===== src/logic/lpm_poll_consts.vh =====
// Operation
// RQ1: ground channel current bit 0 selects the normal 1.0 mA low-power polling current.
// RQ2: ground channel current bit 1 polls with the configured wetting current.
// RQ3: slow bit 0 polls the channel at the normal low-power rate.
// RQ4: slow bit 1 stretches the channel polling interval to four normal intervals.
// RQ5: debounce bit 0 judges a programmable channel by voltage difference in normal window.
// RQ6: debounce bit 1 keeps polling current 1.2 ms longer, then judges final level.
// RQ7: ground current select register at 0x17, bits 13..0, clear at power-on.
// RQ8: programmable slow register at 0x18, bits 7..0, clear at power-on.
// RQ9: ground slow register at 0x19, bits 13..0, clear at power-on.
// RQ10: programmable debounce register at 0x1a, bits 7..0, clear at power-on.
// RQ11: frame: address 31..25, rw 24, data 23..0; reply fault 23, flag 22, data 21..0.
// RQ12: programmable normal current is 2.2 mA to battery, 1.0 mA to ground.
`ifndef LPM_POLL_CONSTS_VH
`define LPM_POLL_CONSTS_VH

// register addresses, 7 bit
`define ADR_GND_CUR      7'h17
`define ADR_PRG_SLOW     7'h18
`define ADR_GND_SLOW     7'h19
`define ADR_PRG_DEB      7'h1a

// frame layout
`define FRAME_BITS       6'h20
`define FRM_ADR_HI       31
`define FRM_ADR_LO       25
`define FRM_RW           24
`define FRM_DAT_HI       23
`define REP_FAULT        23
`define REP_FLAG         22
`define REP_DAT_HI       21

// channel counts and reset values
`define GND_CH           14
`define PRG_CH           8
`define GND_RST          14'h0000
`define PRG_RST          8'h00

// slow polling divides the rate by four
`define SLOW_PHASE_W     2
`define SLOW_PHASE_ZERO  2'h0

// timing
`define CLK_PERIOD_NS    25
`define DEB_EXT_NS       1200000
`define POLL_WIN_CYC_DEF 16

`endif


===== src/logic/lpm_poll_config.v =====
`timescale 1ns/10ps
`include "lpm_poll_consts.vh"

module lpm_poll_config #(
  parameter POLL_WIN_CYC = `POLL_WIN_CYC_DEF,                // base polling window, cycles
  parameter DEB_EXT_CYC  = (`DEB_EXT_NS + `CLK_PERIOD_NS - 1) / `CLK_PERIOD_NS
) (
  input  wire                clk_i,            // 40 MHz clock
  input  wire                rst_n_i,          // async reset, active low
  input  wire                spi_sclk_i,       // serial clock from master
  input  wire                spi_cs_n_i,       // chip select, active low
  input  wire                spi_mosi_i,       // serial data in
  output reg                 spi_miso_o,       // serial data out
  output reg                 spi_miso_oe_o,    // miso drive enable
  input  wire                fault_i,          // fault status for reply
  input  wire                int_flag_i,       // interrupt flag for reply
  input  wire                low_power_i,      // low-power state active
  input  wire                poll_tick_i,      // normal-rate polling tick
  input  wire [`PRG_CH-1:0]  prg_to_batt_i,    // programmable channel wired to battery
  input  wire [`PRG_CH-1:0]  prg_wetting_current_sel_i,   // programmable channel wetting select
  output reg  [`GND_CH-1:0]  gnd_wetting_current_sel_o,   // 1 wetting current, 0 1.0 mA
  output reg  [`PRG_CH-1:0]  prg_hi_cur_o,     // 1 normal 2.2 mA, 0 1.0 mA or wetting
  output reg  [`GND_CH-1:0]  gnd_drive_o,      // ground channel polling current on
  output reg  [`PRG_CH-1:0]  prg_drive_o,      // programmable polling current on
  output reg  [`GND_CH-1:0]  gnd_sample_o,     // ground channel judge pulse
  output reg  [`PRG_CH-1:0]  prg_sample_o,     // programmable judge pulse
  output reg  [`PRG_CH-1:0]  prg_level_mode_o  // 1 judge final level, 0 delta
);

  // one-hot window states
  localparam [2:0] ST_IDLE = 3'b001;
  localparam [2:0] ST_BASE = 3'b010;
  localparam [2:0] ST_EXT  = 3'b100;
  // last count of each window, cut to the counter width on purpose
  localparam integer WIN_LAST_I = POLL_WIN_CYC - 1;
  localparam integer EXT_LAST_I = DEB_EXT_CYC - 1;
  localparam [16:0]  WIN_LAST   = WIN_LAST_I[16:0];
  localparam [16:0]  EXT_LAST   = EXT_LAST_I[16:0];

  // polling is due on every tick, or on one tick in four when slow
  function due;
    input                     slow;
    input [`SLOW_PHASE_W-1:0] phase;
    begin
      due = ~slow | (phase == `SLOW_PHASE_ZERO); // RQ3 RQ4
    end
  endfunction

  // synchronisers: stage 1 feeds only stage 2
  reg [2:0] sclk_s_q;
  reg [1:0] cs_s_q;
  reg [1:0] mosi_s_q;
  reg       cs_n_prev_q;

  always @(posedge clk_i or negedge rst_n_i) begin
    if (!rst_n_i) begin
      sclk_s_q    <= 3'h0;
      // select resets high so no false select edge follows reset
      cs_s_q      <= 2'h3;
      mosi_s_q    <= 2'h0;
      cs_n_prev_q <= 1'b1;
    end else begin
      sclk_s_q    <= {sclk_s_q[1:0], spi_sclk_i};
      cs_s_q      <= {cs_s_q[0], spi_cs_n_i};
      mosi_s_q    <= {mosi_s_q[0], spi_mosi_i};
      cs_n_prev_q <= cs_s_q[1];
    end
  end

  // edges seen through the synchronisers, two clocks behind the pins
  wire sclk_rise = sclk_s_q[1] & ~sclk_s_q[2];
  wire sclk_fall = ~sclk_s_q[1] & sclk_s_q[2];
  wire cs_n      = cs_s_q[1];
  wire cs_fall   = ~cs_n & cs_n_prev_q;
  wire cs_rise   = cs_n & ~cs_n_prev_q;

  // configuration registers
  reg [`GND_CH-1:0] gnd_cur_q;
  reg [`PRG_CH-1:0] prg_slow_q;
  reg [`GND_CH-1:0] gnd_slow_q;
  reg [`PRG_CH-1:0] prg_deb_q;

  // frame shifter and reply
  reg [31:0]           sin_q;
  reg [31:0]           sout_q;
  reg [5:0]            bits_q;
  reg [`REP_DAT_HI:0]  rdata_q;

  // read mux over the four registers, unmapped reads zero
  reg [`REP_DAT_HI:0] rd_val;
  always @* begin
    rd_val = {(`REP_DAT_HI+1){1'b0}};
    case (sin_q[`FRM_ADR_HI:`FRM_ADR_LO])
      `ADR_GND_CUR:  rd_val[`GND_CH-1:0] = gnd_cur_q;  // RQ7
      `ADR_PRG_SLOW: rd_val[`PRG_CH-1:0] = prg_slow_q; // RQ8
      `ADR_GND_SLOW: rd_val[`GND_CH-1:0] = gnd_slow_q; // RQ9
      `ADR_PRG_DEB:  rd_val[`PRG_CH-1:0] = prg_deb_q;  // RQ10
      default:       rd_val = {(`REP_DAT_HI+1){1'b0}};
    endcase
  end

  // a frame counts only when exactly one word of clock rises came between selects
  wire frame_ok = cs_rise & (bits_q == `FRAME_BITS);
  wire wr_en    = frame_ok & sin_q[`FRM_RW];                 // RQ11
  wire [6:0] adr = sin_q[`FRM_ADR_HI:`FRM_ADR_LO];           // RQ11

  // a write answers with what was stored, masked to the register width
  wire [`REP_DAT_HI:0] wr_echo = {{(`REP_DAT_HI+1-`GND_CH){1'b0}}, sin_q[`GND_CH-1:0]} &
                                 rd_mask(adr);

  // register writes; a short or long frame is dropped whole
  always @(posedge clk_i or negedge rst_n_i) begin
    if (!rst_n_i) begin
      gnd_cur_q  <= `GND_RST; // RQ7
      prg_slow_q <= `PRG_RST; // RQ8
      gnd_slow_q <= `GND_RST; // RQ9
      prg_deb_q  <= `PRG_RST; // RQ10
    end else if (wr_en) begin
      if (adr == `ADR_GND_CUR)
        gnd_cur_q <= sin_q[`GND_CH-1:0];  // RQ7
      if (adr == `ADR_PRG_SLOW)
        prg_slow_q <= sin_q[`PRG_CH-1:0]; // RQ8
      if (adr == `ADR_GND_SLOW)
        gnd_slow_q <= sin_q[`GND_CH-1:0]; // RQ9
      if (adr == `ADR_PRG_DEB)
        prg_deb_q <= sin_q[`PRG_CH-1:0];  // RQ10
    end
  end

  // serial shifting, mode 0: sample on rise, shift out on fall
  always @(posedge clk_i or negedge rst_n_i) begin
    if (!rst_n_i) begin
      sin_q         <= 32'h0000_0000;
      sout_q        <= 32'h0000_0000;
      bits_q        <= 6'h00;
      rdata_q       <= {(`REP_DAT_HI+1){1'b0}};
      spi_miso_o    <= 1'b0;
      spi_miso_oe_o <= 1'b0;
    end else begin
      // miso is driven from one clock after the synchronised select falls until one clock after it rises
      spi_miso_oe_o <= ~cs_n;
      if (cs_fall) begin
        // reply carries the answer to the previous good frame
        sout_q     <= {8'h00, fault_i, int_flag_i, rdata_q}; // RQ11
        spi_miso_o <= 1'b0;
        bits_q     <= 6'h00;
      end else if (!cs_n && sclk_rise) begin
        // mosi passes the same two stages as the clock, so the two stay aligned
        sin_q <= {sin_q[30:0], mosi_s_q[1]};
        // saturate so an overlong frame is seen as bad
        if (bits_q != `FRAME_BITS + 6'h01)
          bits_q <= bits_q + 6'h01;
        spi_miso_o <= sout_q[31];
        sout_q     <= {sout_q[30:0], 1'b0};
      end else if (!cs_n && sclk_fall) begin
        // the fall shows the next bit, which the master takes at its next fall
        spi_miso_o <= sout_q[31];
      end
      // a good frame sets the answer that the next frame carries
      if (frame_ok) begin
        if (sin_q[`FRM_RW])
          rdata_q <= wr_echo;
        else
          rdata_q <= rd_val;
      end
    end
  end

  // width of each register, so a write echo shows what was stored
  function [`REP_DAT_HI:0] rd_mask;
    input [6:0] a;
    begin
      case (a)
        `ADR_GND_CUR, `ADR_GND_SLOW:
          rd_mask = {{(`REP_DAT_HI+1-`GND_CH){1'b0}}, {`GND_CH{1'b1}}};
        `ADR_PRG_SLOW, `ADR_PRG_DEB:
          rd_mask = {{(`REP_DAT_HI+1-`PRG_CH){1'b0}}, {`PRG_CH{1'b1}}};
        default:
          rd_mask = {(`REP_DAT_HI+1){1'b0}};
      endcase
    end
  endfunction

  // current selection is static, so it follows the registers and the battery and wetting select inputs directly
  always @(posedge clk_i or negedge rst_n_i) begin
    if (!rst_n_i) begin
      gnd_wetting_current_sel_o   <= `GND_RST;
      prg_hi_cur_o     <= `PRG_RST;
      prg_level_mode_o <= `PRG_RST;
    end else begin
      gnd_wetting_current_sel_o   <= gnd_cur_q;                        // RQ1 RQ2
      prg_hi_cur_o     <= prg_to_batt_i & ~prg_wetting_current_sel_i;  // RQ12
      prg_level_mode_o <= prg_deb_q;                        // RQ5 RQ6
    end
  end

  // per channel quarter-rate phase, restarted outside low power
  reg [`SLOW_PHASE_W-1:0] gph_q [0:`GND_CH-1];
  reg [`SLOW_PHASE_W-1:0] pph_q [0:`PRG_CH-1];
  reg [`GND_CH-1:0]       due_g;
  reg [`PRG_CH-1:0]       due_p;
  integer i; // loop index of the due decode
  integer j; // loop index of the phase counters

  // which channels take part in the window that the next tick opens
  always @* begin
    due_g = {`GND_CH{1'b0}};
    due_p = {`PRG_CH{1'b0}};
    for (i = 0; i < `GND_CH; i = i + 1)
      due_g[i] = due(gnd_slow_q[i], gph_q[i]); // RQ3 RQ4
    for (i = 0; i < `PRG_CH; i = i + 1)
      due_p[i] = due(prg_slow_q[i], pph_q[i]); // RQ3 RQ4
  end

  // phases advance on every tick in low power, so a tick lost to a busy window still counts
  always @(posedge clk_i or negedge rst_n_i) begin
    if (!rst_n_i) begin
      for (j = 0; j < `GND_CH; j = j + 1)
        gph_q[j] <= `SLOW_PHASE_ZERO;
      for (j = 0; j < `PRG_CH; j = j + 1)
        pph_q[j] <= `SLOW_PHASE_ZERO;
    end else if (!low_power_i) begin
      // outside low power every channel starts again at phase zero
      for (j = 0; j < `GND_CH; j = j + 1)
        gph_q[j] <= `SLOW_PHASE_ZERO;
      for (j = 0; j < `PRG_CH; j = j + 1)
        pph_q[j] <= `SLOW_PHASE_ZERO;
    end else if (poll_tick_i) begin
      for (j = 0; j < `GND_CH; j = j + 1)
        gph_q[j] <= gph_q[j] + 2'h1; // RQ4
      for (j = 0; j < `PRG_CH; j = j + 1)
        pph_q[j] <= pph_q[j] + 2'h1; // RQ4
    end
  end

  // polling window; ticks that land in a busy window are skipped
  reg [2:0]         st_q;
  reg [16:0]        cnt_q;
  reg [`PRG_CH-1:0] deb_q;
  reg [`PRG_CH-1:0] act_p_q;

  always @(posedge clk_i or negedge rst_n_i) begin
    if (!rst_n_i) begin
      st_q         <= ST_IDLE;
      cnt_q        <= 17'h0_0000;
      deb_q        <= `PRG_RST;
      act_p_q      <= `PRG_RST;
      gnd_drive_o  <= `GND_RST;
      prg_drive_o  <= `PRG_RST;
      gnd_sample_o <= `GND_RST;
      prg_sample_o <= `PRG_RST;
    end else begin
      gnd_sample_o <= `GND_RST;
      prg_sample_o <= `PRG_RST;
      // free-running count; every state that reads it restarts it on entry
      cnt_q        <= cnt_q + 17'h0_0001;
      case (st_q)
        ST_IDLE: begin
          if (low_power_i && poll_tick_i) begin
            st_q        <= ST_BASE;
            cnt_q       <= 17'h0_0000;
            deb_q       <= prg_deb_q;
            act_p_q     <= due_p;
            gnd_drive_o <= due_g; // RQ3 RQ4
            prg_drive_o <= due_p; // RQ3 RQ4
          end
        end
        // base window: delta channels are judged, debounce channels carry on
        ST_BASE: begin
          if (cnt_q == WIN_LAST) begin
            gnd_sample_o <= gnd_drive_o;              // RQ1 RQ2
            prg_sample_o <= act_p_q & ~deb_q;         // RQ5
            gnd_drive_o  <= `GND_RST;
            prg_drive_o  <= act_p_q & deb_q;          // RQ6
            cnt_q        <= 17'h0_0000;
            st_q         <= |(act_p_q & deb_q) ? ST_EXT : ST_IDLE;
          end
        end
        // extension for the debounce channels only
        ST_EXT: begin
          if (cnt_q == EXT_LAST) begin
            prg_sample_o <= act_p_q & deb_q; // RQ6
            prg_drive_o  <= `PRG_RST;
            st_q         <= ST_IDLE;
          end
        end
        // an illegal state drops every drive and idles
        default: begin
          st_q        <= ST_IDLE;
          gnd_drive_o <= `GND_RST;
          prg_drive_o <= `PRG_RST;
        end
      endcase
      // leaving low power ends any window without judging
      if (!low_power_i && st_q != ST_IDLE) begin
        st_q         <= ST_IDLE;
        gnd_sample_o <= `GND_RST;
        prg_sample_o <= `PRG_RST;
        gnd_drive_o <= `GND_RST;
        prg_drive_o <= `PRG_RST;
      end
    end
  end

endmodule // lpm_poll_config


===== config.mk =====
export PLATFORM = sky130hd
export DESIGN_NAME = lpm_poll_config
export DESIGN_NICKNAME = d
export VERILOG_FILES = /design/src/logic/lpm_poll_config.v
export VERILOG_INCLUDE_DIRS = /design/src /design/src/logic
export SDC_FILE = /design/constraint.sdc
export NUM_CORES = 1
export LEC_CHECK = 0
export ABC_AREA = 1
export CAP_MARGIN = 20
export CORE_ASPECT_RATIO = 2
export CORE_MARGIN = 3
export CORE_UTILIZATION = 65
export CTS_BUF_LIST = sky130_fd_sc_hd__clkbuf_4
export DETAILED_ROUTE_END_ITERATION = 7
export DONT_BUFFER_PORTS = 1
export GPL_TIMING_DRIVEN = 0
export PLACE_DENSITY = 0.81
export SLEW_MARGIN = 20
export SYNTH_ARGS = -nofsm -noshare
export SYNTH_HDL_FRONTEND = slang
export SYNTH_SLANG_ARGS = --single-unit

===== constraint.sdc =====
create_clock -name clk_i -period 3.3 [get_ports clk_i]
set_input_delay 0.495 -clock clk_i [delete_from_list [all_inputs] [get_ports clk_i]]
set_output_delay 0.495 -clock clk_i [all_outputs]
set_load 0.05 [all_outputs]

==> results.txt, run 1 <==
- Area growth syn-to-layout: 10.68%
- Kind of end point of the critical path: register
- Count of instances resized after the clock tree is built: 0
- Clock Pin Slew Worst Setup and Hold Paths: around 0.08 ns
- Max Root-Sink Buffers: 3
* Antenna Nets Post-Route: 0
- In the final design database the tool counted between 1500 and 2000 nets.
- Setup slack closes at 1.310 ns.
- Routability cong.: 0.9515
- Ranked by total cell area, the synthesized netlist is headed by sky130_fd_sc_hd__dfrtp_1 57%, sky130_fd_sc_hd__nand2_1 11%, sky130_fd_sc_hd__inv_1 5.3%.
- Max_slew headroom: between 50 and 60%
- The flow ran to the end, but the final reports show violations.
* Library cell used as clock root buffer: sky130_fd_sc_hd__clkbuf_4
* Minimum clock period: around 2 ns
- The mapped netlist covers 0.01270 mm2.
- Summing over every cut layer, the via total after detailed routing is 9853.
* HPWL reported at the end of detailed placement: approximately 21000 um
* Ratio of cells with drive above 1 in the final layout: 12.79%
* Vias per std cell: around 5.5
- For this configuration, the core starts out at a cell density of 66.82%.
- After detailed routing, the average wire length per cell comes to about 17 um.
- The first global-routing pass estimated 49450 um of wire.
* Cell with the most instances after synthesis: sky130_fd_sc_hd__nand2_1
* Core Rows: 71
- Setup repair after global routing left no endpoint under its margin.
- Distinct cells, synth: 37
* Hold buffer count at CTS: 21
* Share of the yosys chip area belonging to registers: ~58%
* Most used DFF post-synth: sky130_fd_sc_hd__dfrtp_1
- Entering global routing, the biggest net connects ~290 pins.
- In the final timing run, aggregate negative setup slack is 0 ns.
- The number of clock buffers added by TritonCTS is between 60 and 70.
- Number of endpoints with negative hold slack in the final report: between 200 and 300
- The analysis attributes to cell leakage a power of about 6.9 nW.
- After the first detailed-routing iteration, the DRC count stood at ~470.
* Synth Instances: about 1400
* Full die area: 0.02136 mm2
- Dividing total power by cell area gives a power density of about 620 mW/mm2.
- In this run the biggest area consumer among cell types represents 56.73% of the synthesized area.
* Final hold slack: -0.4778 ns
- DIE HEIGHT: between 200 and 250 um
- Along the worst path, the maximum fanout reaches 10.
- X dimension of the die: around 100 um
- Registers take 0.007312 mm2.
* Ratio of final minimum period to clock period: about 60%
- Syn_area_per_cell: 8.984 um2
* Post-synth EDFFs: 0
- The filler cells instantiated in the layout total between 1000 and 1500.
- Number of warnings reported in the yosys synthesis log: 0
- Buffer count from post-CTS setup fixing: 0
- Violated checks: negative hold slack
* Kind of start point of the critical path: register
- Final global-route overflow total: 0
- Critical Setup Path Class: register to register
- Setup Slack @ Placement: about 1.3 ns
- Fin area: between 0.01 and 0.015 mm2
* Total setup violations reported at the end of the flow: 0
- Buffers placed on the I/O ports in this run total 0.
- The via count of the first global-routing pass was 10190.
* Clock latency at the later pin of the worst-skew pair: 0.68 ns
* Maximum level of the CTS H-tree: 3
- The commonest cells after synthesis are 377 x sky130_fd_sc_hd__nand2_1, 288 x sky130_fd_sc_hd__dfrtp_1, 181 x sky130_fd_sc_hd__inv_1, 120 x sky130_fd_sc_hd__o21ai_0, 92 x sky130_fd_sc_hd__nor2_1.
- The worst hold path belongs to the class input port to asynchronous set/reset pin.
- After detailed routing, the total wire length is ~30000 um.
* Critical path data required time: 3.83 ns
- Post-route clock skew: 0.03534 ns
* Syn nets: around 1500
* # clock sinks: around 300
- The biggest area contributor in the post-synthesis netlist is sky130_fd_sc_hd__dfrtp_1.
* Max Freq: around 0.50 GHz
* Instance area after placement: roughly 0.013 mm2
* Initial antenna violation count: 1
- Count of boundary I/O pins: approximately 100
* Worst vdd rail ir drop: about 0.00043 V
* Number of storage elements in the synthesis netlist: slightly below 300
- Core outline area: 0.01901 mm2
- Number of pins with negative max-slew slack in the final report: 0
* Post-synth ARST share: 100.0%
* Tightest Pin Transition: roughly 0.66 ns
- The first detailed-routing pass ran for 7 iterations.
- Combined global-route utilization of all metal layers: 29.25%
* Number of DRC violations after detailed routing: 0
- Multi-input gate area in the final layout: between 0.004 and 0.005 mm2
* Max_cap viols: 0
- STA puts the critical path data arrival time at around 2.5 ns.
- Core utilization of the finished layout: about 74%
- TritonCTS built the clock tree.
-- cell families (layout without fill, tap and decap cells) --
group	after synthesis	after routing	synth area share (%)
AOI/OAI and AO/OA	240	240	11.08
xor gates and xnor gates	11	11	0.7585
adders and majority gates	27	27	2.659
buffers and inverters	242	376	7.653
DFF	292	292	57.56
other	0	1	0
and+or+nand+nor	602	602	20.29
-- flip-flops by register name, summed over array words and instances, names as in the netlist, 3 cells and up --
signal,count
gnd_wetting_current_sel_o,14
act_p_q,8
gnd_slow_q,14
gnd_sample_o,14
sout_q,32
gnd_cur_q,14
bits_q,6
prg_hi_cur_o,8
rdata_q,14
prg_level_mode_o,8
sin_q,32
deb_q,8
st_q,3
prg_deb_q,8
pph_q,14
gnd_drive_o,14
sclk_s_q,3
prg_slow_q,8
gph_q,28
prg_drive_o,8
prg_sample_o,8
cnt_q,17
-- where the power goes --
| part | total [W] | leakage, nW | switching, W | internal [W] |
|---|---|---|---|---|
| Sequential | 0.00471 | 3.92 | 0.000792 | 0.00392 |
| Clock | 0.00281 | 0.497 | 0.00136 | 0.00145 |
| Combinational | 0.00122 | 2.48 | 0.000801 | 0.000416 |
| Total | 0.00874 | 6.89 | 0.00296 | 0.00578 |
-- metal layers --
metal  global-route usage (%)  routed length [um]  up-vias
met5                        0                   0        -
met4                    21.77                2132        0
met3                    5.163                1202      127
met2                    54.18               16490      282
met1                    28.30               10070     4714
li1                         -                   -     4730
-- worst max-delay path: stages (launching register included) --
cell	delay [ns]
sky130_fd_sc_hd__dfrtp_1	0.43
sky130_fd_sc_hd__inv_1	0.14
sky130_fd_sc_hd__ha_1	0.17
sky130_fd_sc_hd__nand3_1	0.08
sky130_fd_sc_hd__nor2_2	0.20
sky130_fd_sc_hd__inv_2	0.11
sky130_fd_sc_hd__nor2_8	0.25
sky130_fd_sc_hd__nand2_4	0.15
sky130_fd_sc_hd__buf_6	0.19
sky130_fd_sc_hd__nand2_1	0.07
sky130_fd_sc_hd__o21ai_2	0.05
-- metrics by stage --
stage	power [W]	std cells
5_1_grt	0.009221	1804
2_1_floorplan	0.005586	1414
4_1_cts	0.008809	1803
3_5_place_dp	0.005967	1669
3_3_place_gp	0.005911	1669
6_report	0.008739	1804
-- layout by cell type, fill, tap and decap left out, types with 3 or more instances in the layout --
cell	synthesis	layout
sky130_fd_sc_hd__clkbuf_4	0	92
sky130_fd_sc_hd__nand2_4	3	3
sky130_fd_sc_hd__nor2_1	92	92
sky130_fd_sc_hd__buf_6	6	6
sky130_fd_sc_hd__nand3_2	3	3
sky130_fd_sc_hd__dfrtp_1	288	288
sky130_fd_sc_hd__buf_2	15	15
sky130_fd_sc_hd__o31ai_1	5	5
sky130_fd_sc_hd__nor2_2	9	9
sky130_fd_sc_hd__ha_1	27	27
sky130_fd_sc_hd__nand3_4	3	3
sky130_fd_sc_hd__nand3_1	67	67
sky130_fd_sc_hd__o21ai_1	15	15
sky130_fd_sc_hd__dfstp_2	4	4
sky130_fd_sc_hd__nand2_2	7	7
sky130_fd_sc_hd__clkinv_1	1	14
sky130_fd_sc_hd__inv_2	8	12
sky130_fd_sc_hd__a21oi_1	34	34
sky130_fd_sc_hd__inv_1	181	181
sky130_fd_sc_hd__nor3_1	9	9
sky130_fd_sc_hd__dlygate4sd3_1	0	21
sky130_fd_sc_hd__o21ai_0	120	120
sky130_fd_sc_hd__xor2_1	9	9
sky130_fd_sc_hd__o21ai_2	36	36
sky130_fd_sc_hd__clkbuf_1	27	27
sky130_fd_sc_hd__o22ai_1	15	15
sky130_fd_sc_hd__nand4_1	26	26
sky130_fd_sc_hd__nand2_1	377	377
sky130_fd_sc_hd__buf_1	4	4
sky130_fd_sc_hd__o211ai_1	13	13
-- final cells by class --
type / count / share of cell area (%)
clock inverters: 21 / 0.9522
well taps: 255 / 2.269
inverters: 190 / 5.073
repair buffers: 21 / 1.495
flip-flops and latches: 292 / 52.01
clock buffers: 92 / 4.912
plain buffers: 52 / 1.842
multi-input cells: 880 / 31.43
diodes: 1 / 0.01780
-- worst paths after layout --
kind	from	end	slack, ns	cells after the start
worst max-delay path	bits_q[0]$_DFFE_PN0P_	gnd_cur_q[13]$_DFFE_PN0P_	1.31	10
worst min-delay path	rst_n_i	gnd_drive_o[12]$_DFFE_PN0P_	-0.48	0
worst max register to register	bits_q[0]$_DFFE_PN0P_	gnd_cur_q[13]$_DFFE_PN0P_	1.31	10
worst min register to register	mosi_s_q[0]$_DFF_PN0_	mosi_s_q[1]$_DFF_PN0_	0.35	0
max in group asynchronous	rst_n_i	gnd_wetting_current_sel_o[4]$_DFF_PN0_	3.25	0
min in group clk_i	low_power_i	gnd_sample_o[1]$_DFF_PN0_	0.20	4
Note: power is estimated with default switching activity, not from simulation.
==> run 2, diff against run 1 <==
clock period = 1.85 ns   (was 3.3 ns; I/O delays follow)
==> run 2 against run 1 <==
Effect of this change:
- the run still ends with negative hold slack left
- non-clock buffer count rose by 18
- maximum frequency rose by 12%
- global-route usage rose by 0.099 points
- clock power rose by 79%
- routed wire length rose by 1.8%
- critical endpoint is now prg_deb_q[6]$_DFFE_PN0P_
- combinational power rose by 89%
- worst hold slack got worse by 0.22 ns
- critical path type unchanged
- sequential share of layout area fell by 0.98 points
- worst setup slack got worse by 1.2 ns
- design area rose by 1.9%
- clock skew rose by 0.00062 ns
- largest power group unchanged
- critical path depth rose by 1
==> results.txt, run 2 (synthesis results as in run 1) <==
- Buffers inserted to repair hold after CTS numbered 22.
- Initial DRC Count: ~480
- Number of pins with negative max-slew slack in the final report: 0
- Core outline area: roughly 0.019 mm2
- The floorplan step set the die width to between 100 and 150 um.
- Kind of start point of the critical path: register
- Library cell used as clock root buffer: sky130_fd_sc_hd__clkbuf_4
- After detailed routing, the number of remaining DRC violations is 0.
* # clock sinks: a little under 300
* Routability cong.: ~0.95
- Critical Setup Path Class: register to register
- Total wire length after detailed routing: ~30000 um
- Final std cells w/o fill: 1822
- Final worst slack: between 0.07 and 0.08 ns
- Combined global-route utilization of all metal layers: around 29%
- Instance area after placement: about 0.013 mm2
* HPWL reported at the end of detailed placement: 21340 um
- Max Freq: ~0.56 GHz
* Maximum fanout encountered on the critical timing path: 10
- Leaving out fill and tap cells, the most frequent cells in the layout are 374 x sky130_fd_sc_hd__nand2_1, 288 x sky130_fd_sc_hd__dfrtp_1, 179 x sky130_fd_sc_hd__inv_1, 120 x sky130_fd_sc_hd__o21ai_0, 93 x sky130_fd_sc_hd__clkbuf_4.
- Counting stages on the worst path, the most repeated cell is sky130_fd_sc_hd__inv_2.
- Data arrives at the worst endpoint at 2.30 ns.
- The number of buffers and inverters on the critical path is 4.
- The worst-case IR drop observed on VDD is 0.0007641 V.
- For the final routed database, the setup TNS stands at 0 ns.
* Initial Utilization: 66.82%
- Startpoint of the most critical setup path: bits_q[0]$_DFFE_PN0P_
- Number of input and output port buffers inserted: 0
- In this run the power density over the cells is 1099 mW/mm2.
* Overall power consumption: roughly 0.016 W
- Number of search-and-repair iterations in the first detailed-routing pass: 7
- The checks that failed: negative hold slack.
* Final hold slack: -0.6980 ns
- After detailed routing, the number of vias per cell comes to roughly 5.5.
- In this run the critical register-to-register path is launched from bits_q[0]$_DFFE_PN0P_.
- Counting buffers and inverters, the worst setup path is 11 cells deep.
- Broken down by cell family, the worst path's largest delay share belongs to buffers and inverters.
- Setup violations remaining at the end of the flow were counted as 0.
* Slowest cell delay on critical path: roughly 0.4 ns
- Final routed wire length divided by cell count: ~17 um
* Number of cell instances on the worst register-to-register path: 11
- Across all register-to-register paths, the minimum setup slack is roughly 0.08 ns.
- The clock tree synthesis step divided the H-tree into 3 levels.
* Inst Count DP: 1669
* Number of buffers added by the clock tree synthesis step: 66
* Leakage Power: between 6 and 7 nW
- For this run, global-route usage on met1 was measured as around 28%.
- The area growth from synthesis to layout is 12.80%.
- The net count of the finished layout is around 1600.
- The worst path in the final design needs a cycle of ~1.8 ns, including I/O delays and setup.
- Clock latency at the later pin of the worst-skew pair: roughly 0.68 ns
* Max stage delay cell, worst path: sky130_fd_sc_hd__dfrtp_1
- Full die area: about 0.021 mm2
- Busiest layer in global routing: met2
- For this design the top-level I/O count stands at 101.
- Ratio of final minimum period to clock period: 95.70%
* Fraction of met2 tracks used by global routing: 54.53%
* Critical path data required time: about 2.4 ns
- Tightest Pin Transition: approximately 0.54 ns
- Result of the run: finished with violations
- OpenSTA, run right after detailed placement, puts the worst setup slack at -0.1362 ns.
- For met3 alone, demand over resource in global routing was ~5.2%.
- Clock-pin slew was measured on the worst setup and hold paths at roughly 0.080 ns.
- The endpoint identified for the worst register-to-register timing path is prg_deb_q[6]$_DFFE_PN0P_.
* Fin area: around 0.014 mm2
- Critical Path End: prg_deb_q[6]$_DFFE_PN0P_
- In the final layout, the share of cells above drive strength 1 is 14.50%.
- In this run the vertical extent of the chip is slightly above 200 um.
- Final global-route overflow total: 0
* Via count of the first global-routing pass: approximately 10000
- Hold crit path type: input port to asynchronous set/reset pin
- The clock passes through at most 3 buffers.
* Setup repair after global routing missed its margin: yes
- The number of hold violations in the final report is just under 300.
- Max_slew headroom: 63.88%
* Critical-path cell list: inv_2, ha_1, nand3_1, nor2_4, inv_2, nor2_8, buf_12, nand3_4, buf_6, nand2_2, o21ai_2
- Initial antenna violation count: 1
- Across the routed clock network, the largest skew measured is 0.03596 ns.
- Entering global routing, the biggest net connects 293 pins.
- The largest registers in the layout are sin_q (32), sout_q (32), gph_q (28).
- Overall via count from detail_route: about 10000
* Most common cell after layout, fill and taps aside: sky130_fd_sc_hd__nand2_1
- Antenna Nets Post-Route: 0
- The first global-routing pass estimated around 50000 um of wire.
- The worst setup path is captured at a register.
- Max_cap viols: 0
* CTS tree: yes
- Row generation in the floorplan step produced 71 rows.
run 2: cell types whose count changed in the layout (fill, tap and decap cells not counted), moves of 3 or more:
cell / previous run / this run
sky130_fd_sc_hd__nor2_4: 1 / 8
sky130_fd_sc_hd__buf_2: 15 / 12
sky130_fd_sc_hd__buf_4: 0 / 16
sky130_fd_sc_hd__nand2_2: 7 / 10
sky130_fd_sc_hd__nor2_2: 9 / 4
sky130_fd_sc_hd__nand2_1: 377 / 374
sky130_fd_sc_hd__clkbuf_2: 0 / 3
run 2: timing repair:
item / in CTS / in global routing
hold endpoints to repair: 309 / 292
gates resized for setup: 7 / 24
pin swaps: 2 / 6
setup endpoints to repair: 61 / 80
buffers inserted: 6 / 11
run 2: worst min-delay path by stage:
| stage | start | to | slack (ns) |
|---|---|---|---|
| 4_1_cts | rst_n_i | prg_hi_cur_o[0]$_DFF_PN0_ | -0.74 |
| 3_3_place_gp | rst_n_i | gnd_sample_o[4]$_DFF_PN0_ | -0.01 |
| 2_1_floorplan | rst_n_i | act_p_q[0]$_DFFE_PN0P_ | -0.02 |
| 3_5_place_dp | rst_n_i | gnd_sample_o[4]$_DFF_PN0_ | -0.009 |
| 6_report | rst_n_i | gph_q[16]$_DFFE_PN0P_ | -0.70 |
| 5_1_grt | rst_n_i | gnd_drive_o[12]$_DFFE_PN0P_ | -0.73 |
run 2: layer usage:
layer  share of wire, %  vias to the layer above
met5                  0                        -
met4                7.0                        0
met3                4.2                      130
met2                 55                      309
met1                 33                     4748
li1                   -                     4766
run 2: cell type report:
type	count	area [um2]
clock inverter	21	133.9
sequential	292	7312
inverter	190	713.2
clock buffer	92	690.7
buffer	52	277.8
timing repair buffer	39	372.9
antenna	1	2.502
multi-input combinational	880	4508
fill	1413	4681
tap	255	319.1
run 2: worst reg2reg max path, stage by stage, from the launching register on:
cell and delay [ns]:
sky130_fd_sc_hd__dfrtp_1 0.40, sky130_fd_sc_hd__inv_2 0.09, sky130_fd_sc_hd__ha_1 0.15, sky130_fd_sc_hd__nand3_1 0.11, sky130_fd_sc_hd__nor2_4 0.15, sky130_fd_sc_hd__inv_2 0.10
sky130_fd_sc_hd__nor2_8 0.10, sky130_fd_sc_hd__buf_12 0.15, sky130_fd_sc_hd__nand3_4 0.09, sky130_fd_sc_hd__buf_6 0.18, sky130_fd_sc_hd__nand2_2 0.06, sky130_fd_sc_hd__o21ai_2 0.05
run 2: where the power goes:
| part | switching (W) | internal [W] | total (W) |
|---|---|---|---|
| registers | 0.00142 | 0.00699 | 0.00841 |
| logic | 0.00149 | 0.000814 | 0.00230 |
| clock network | 0.00245 | 0.00258 | 0.00503 |
run 2: per-stage QoR:
stage | util, % | hold slack [ns]
after floorplan | - | -0.01809
after global placement | 68.50 | -0.01041
after detailed placement | 68.50 | -0.009034
after CTS | 74.43 | -0.7410
after global routing | 75.38 | -0.7262
final | 75.38 | -0.6980
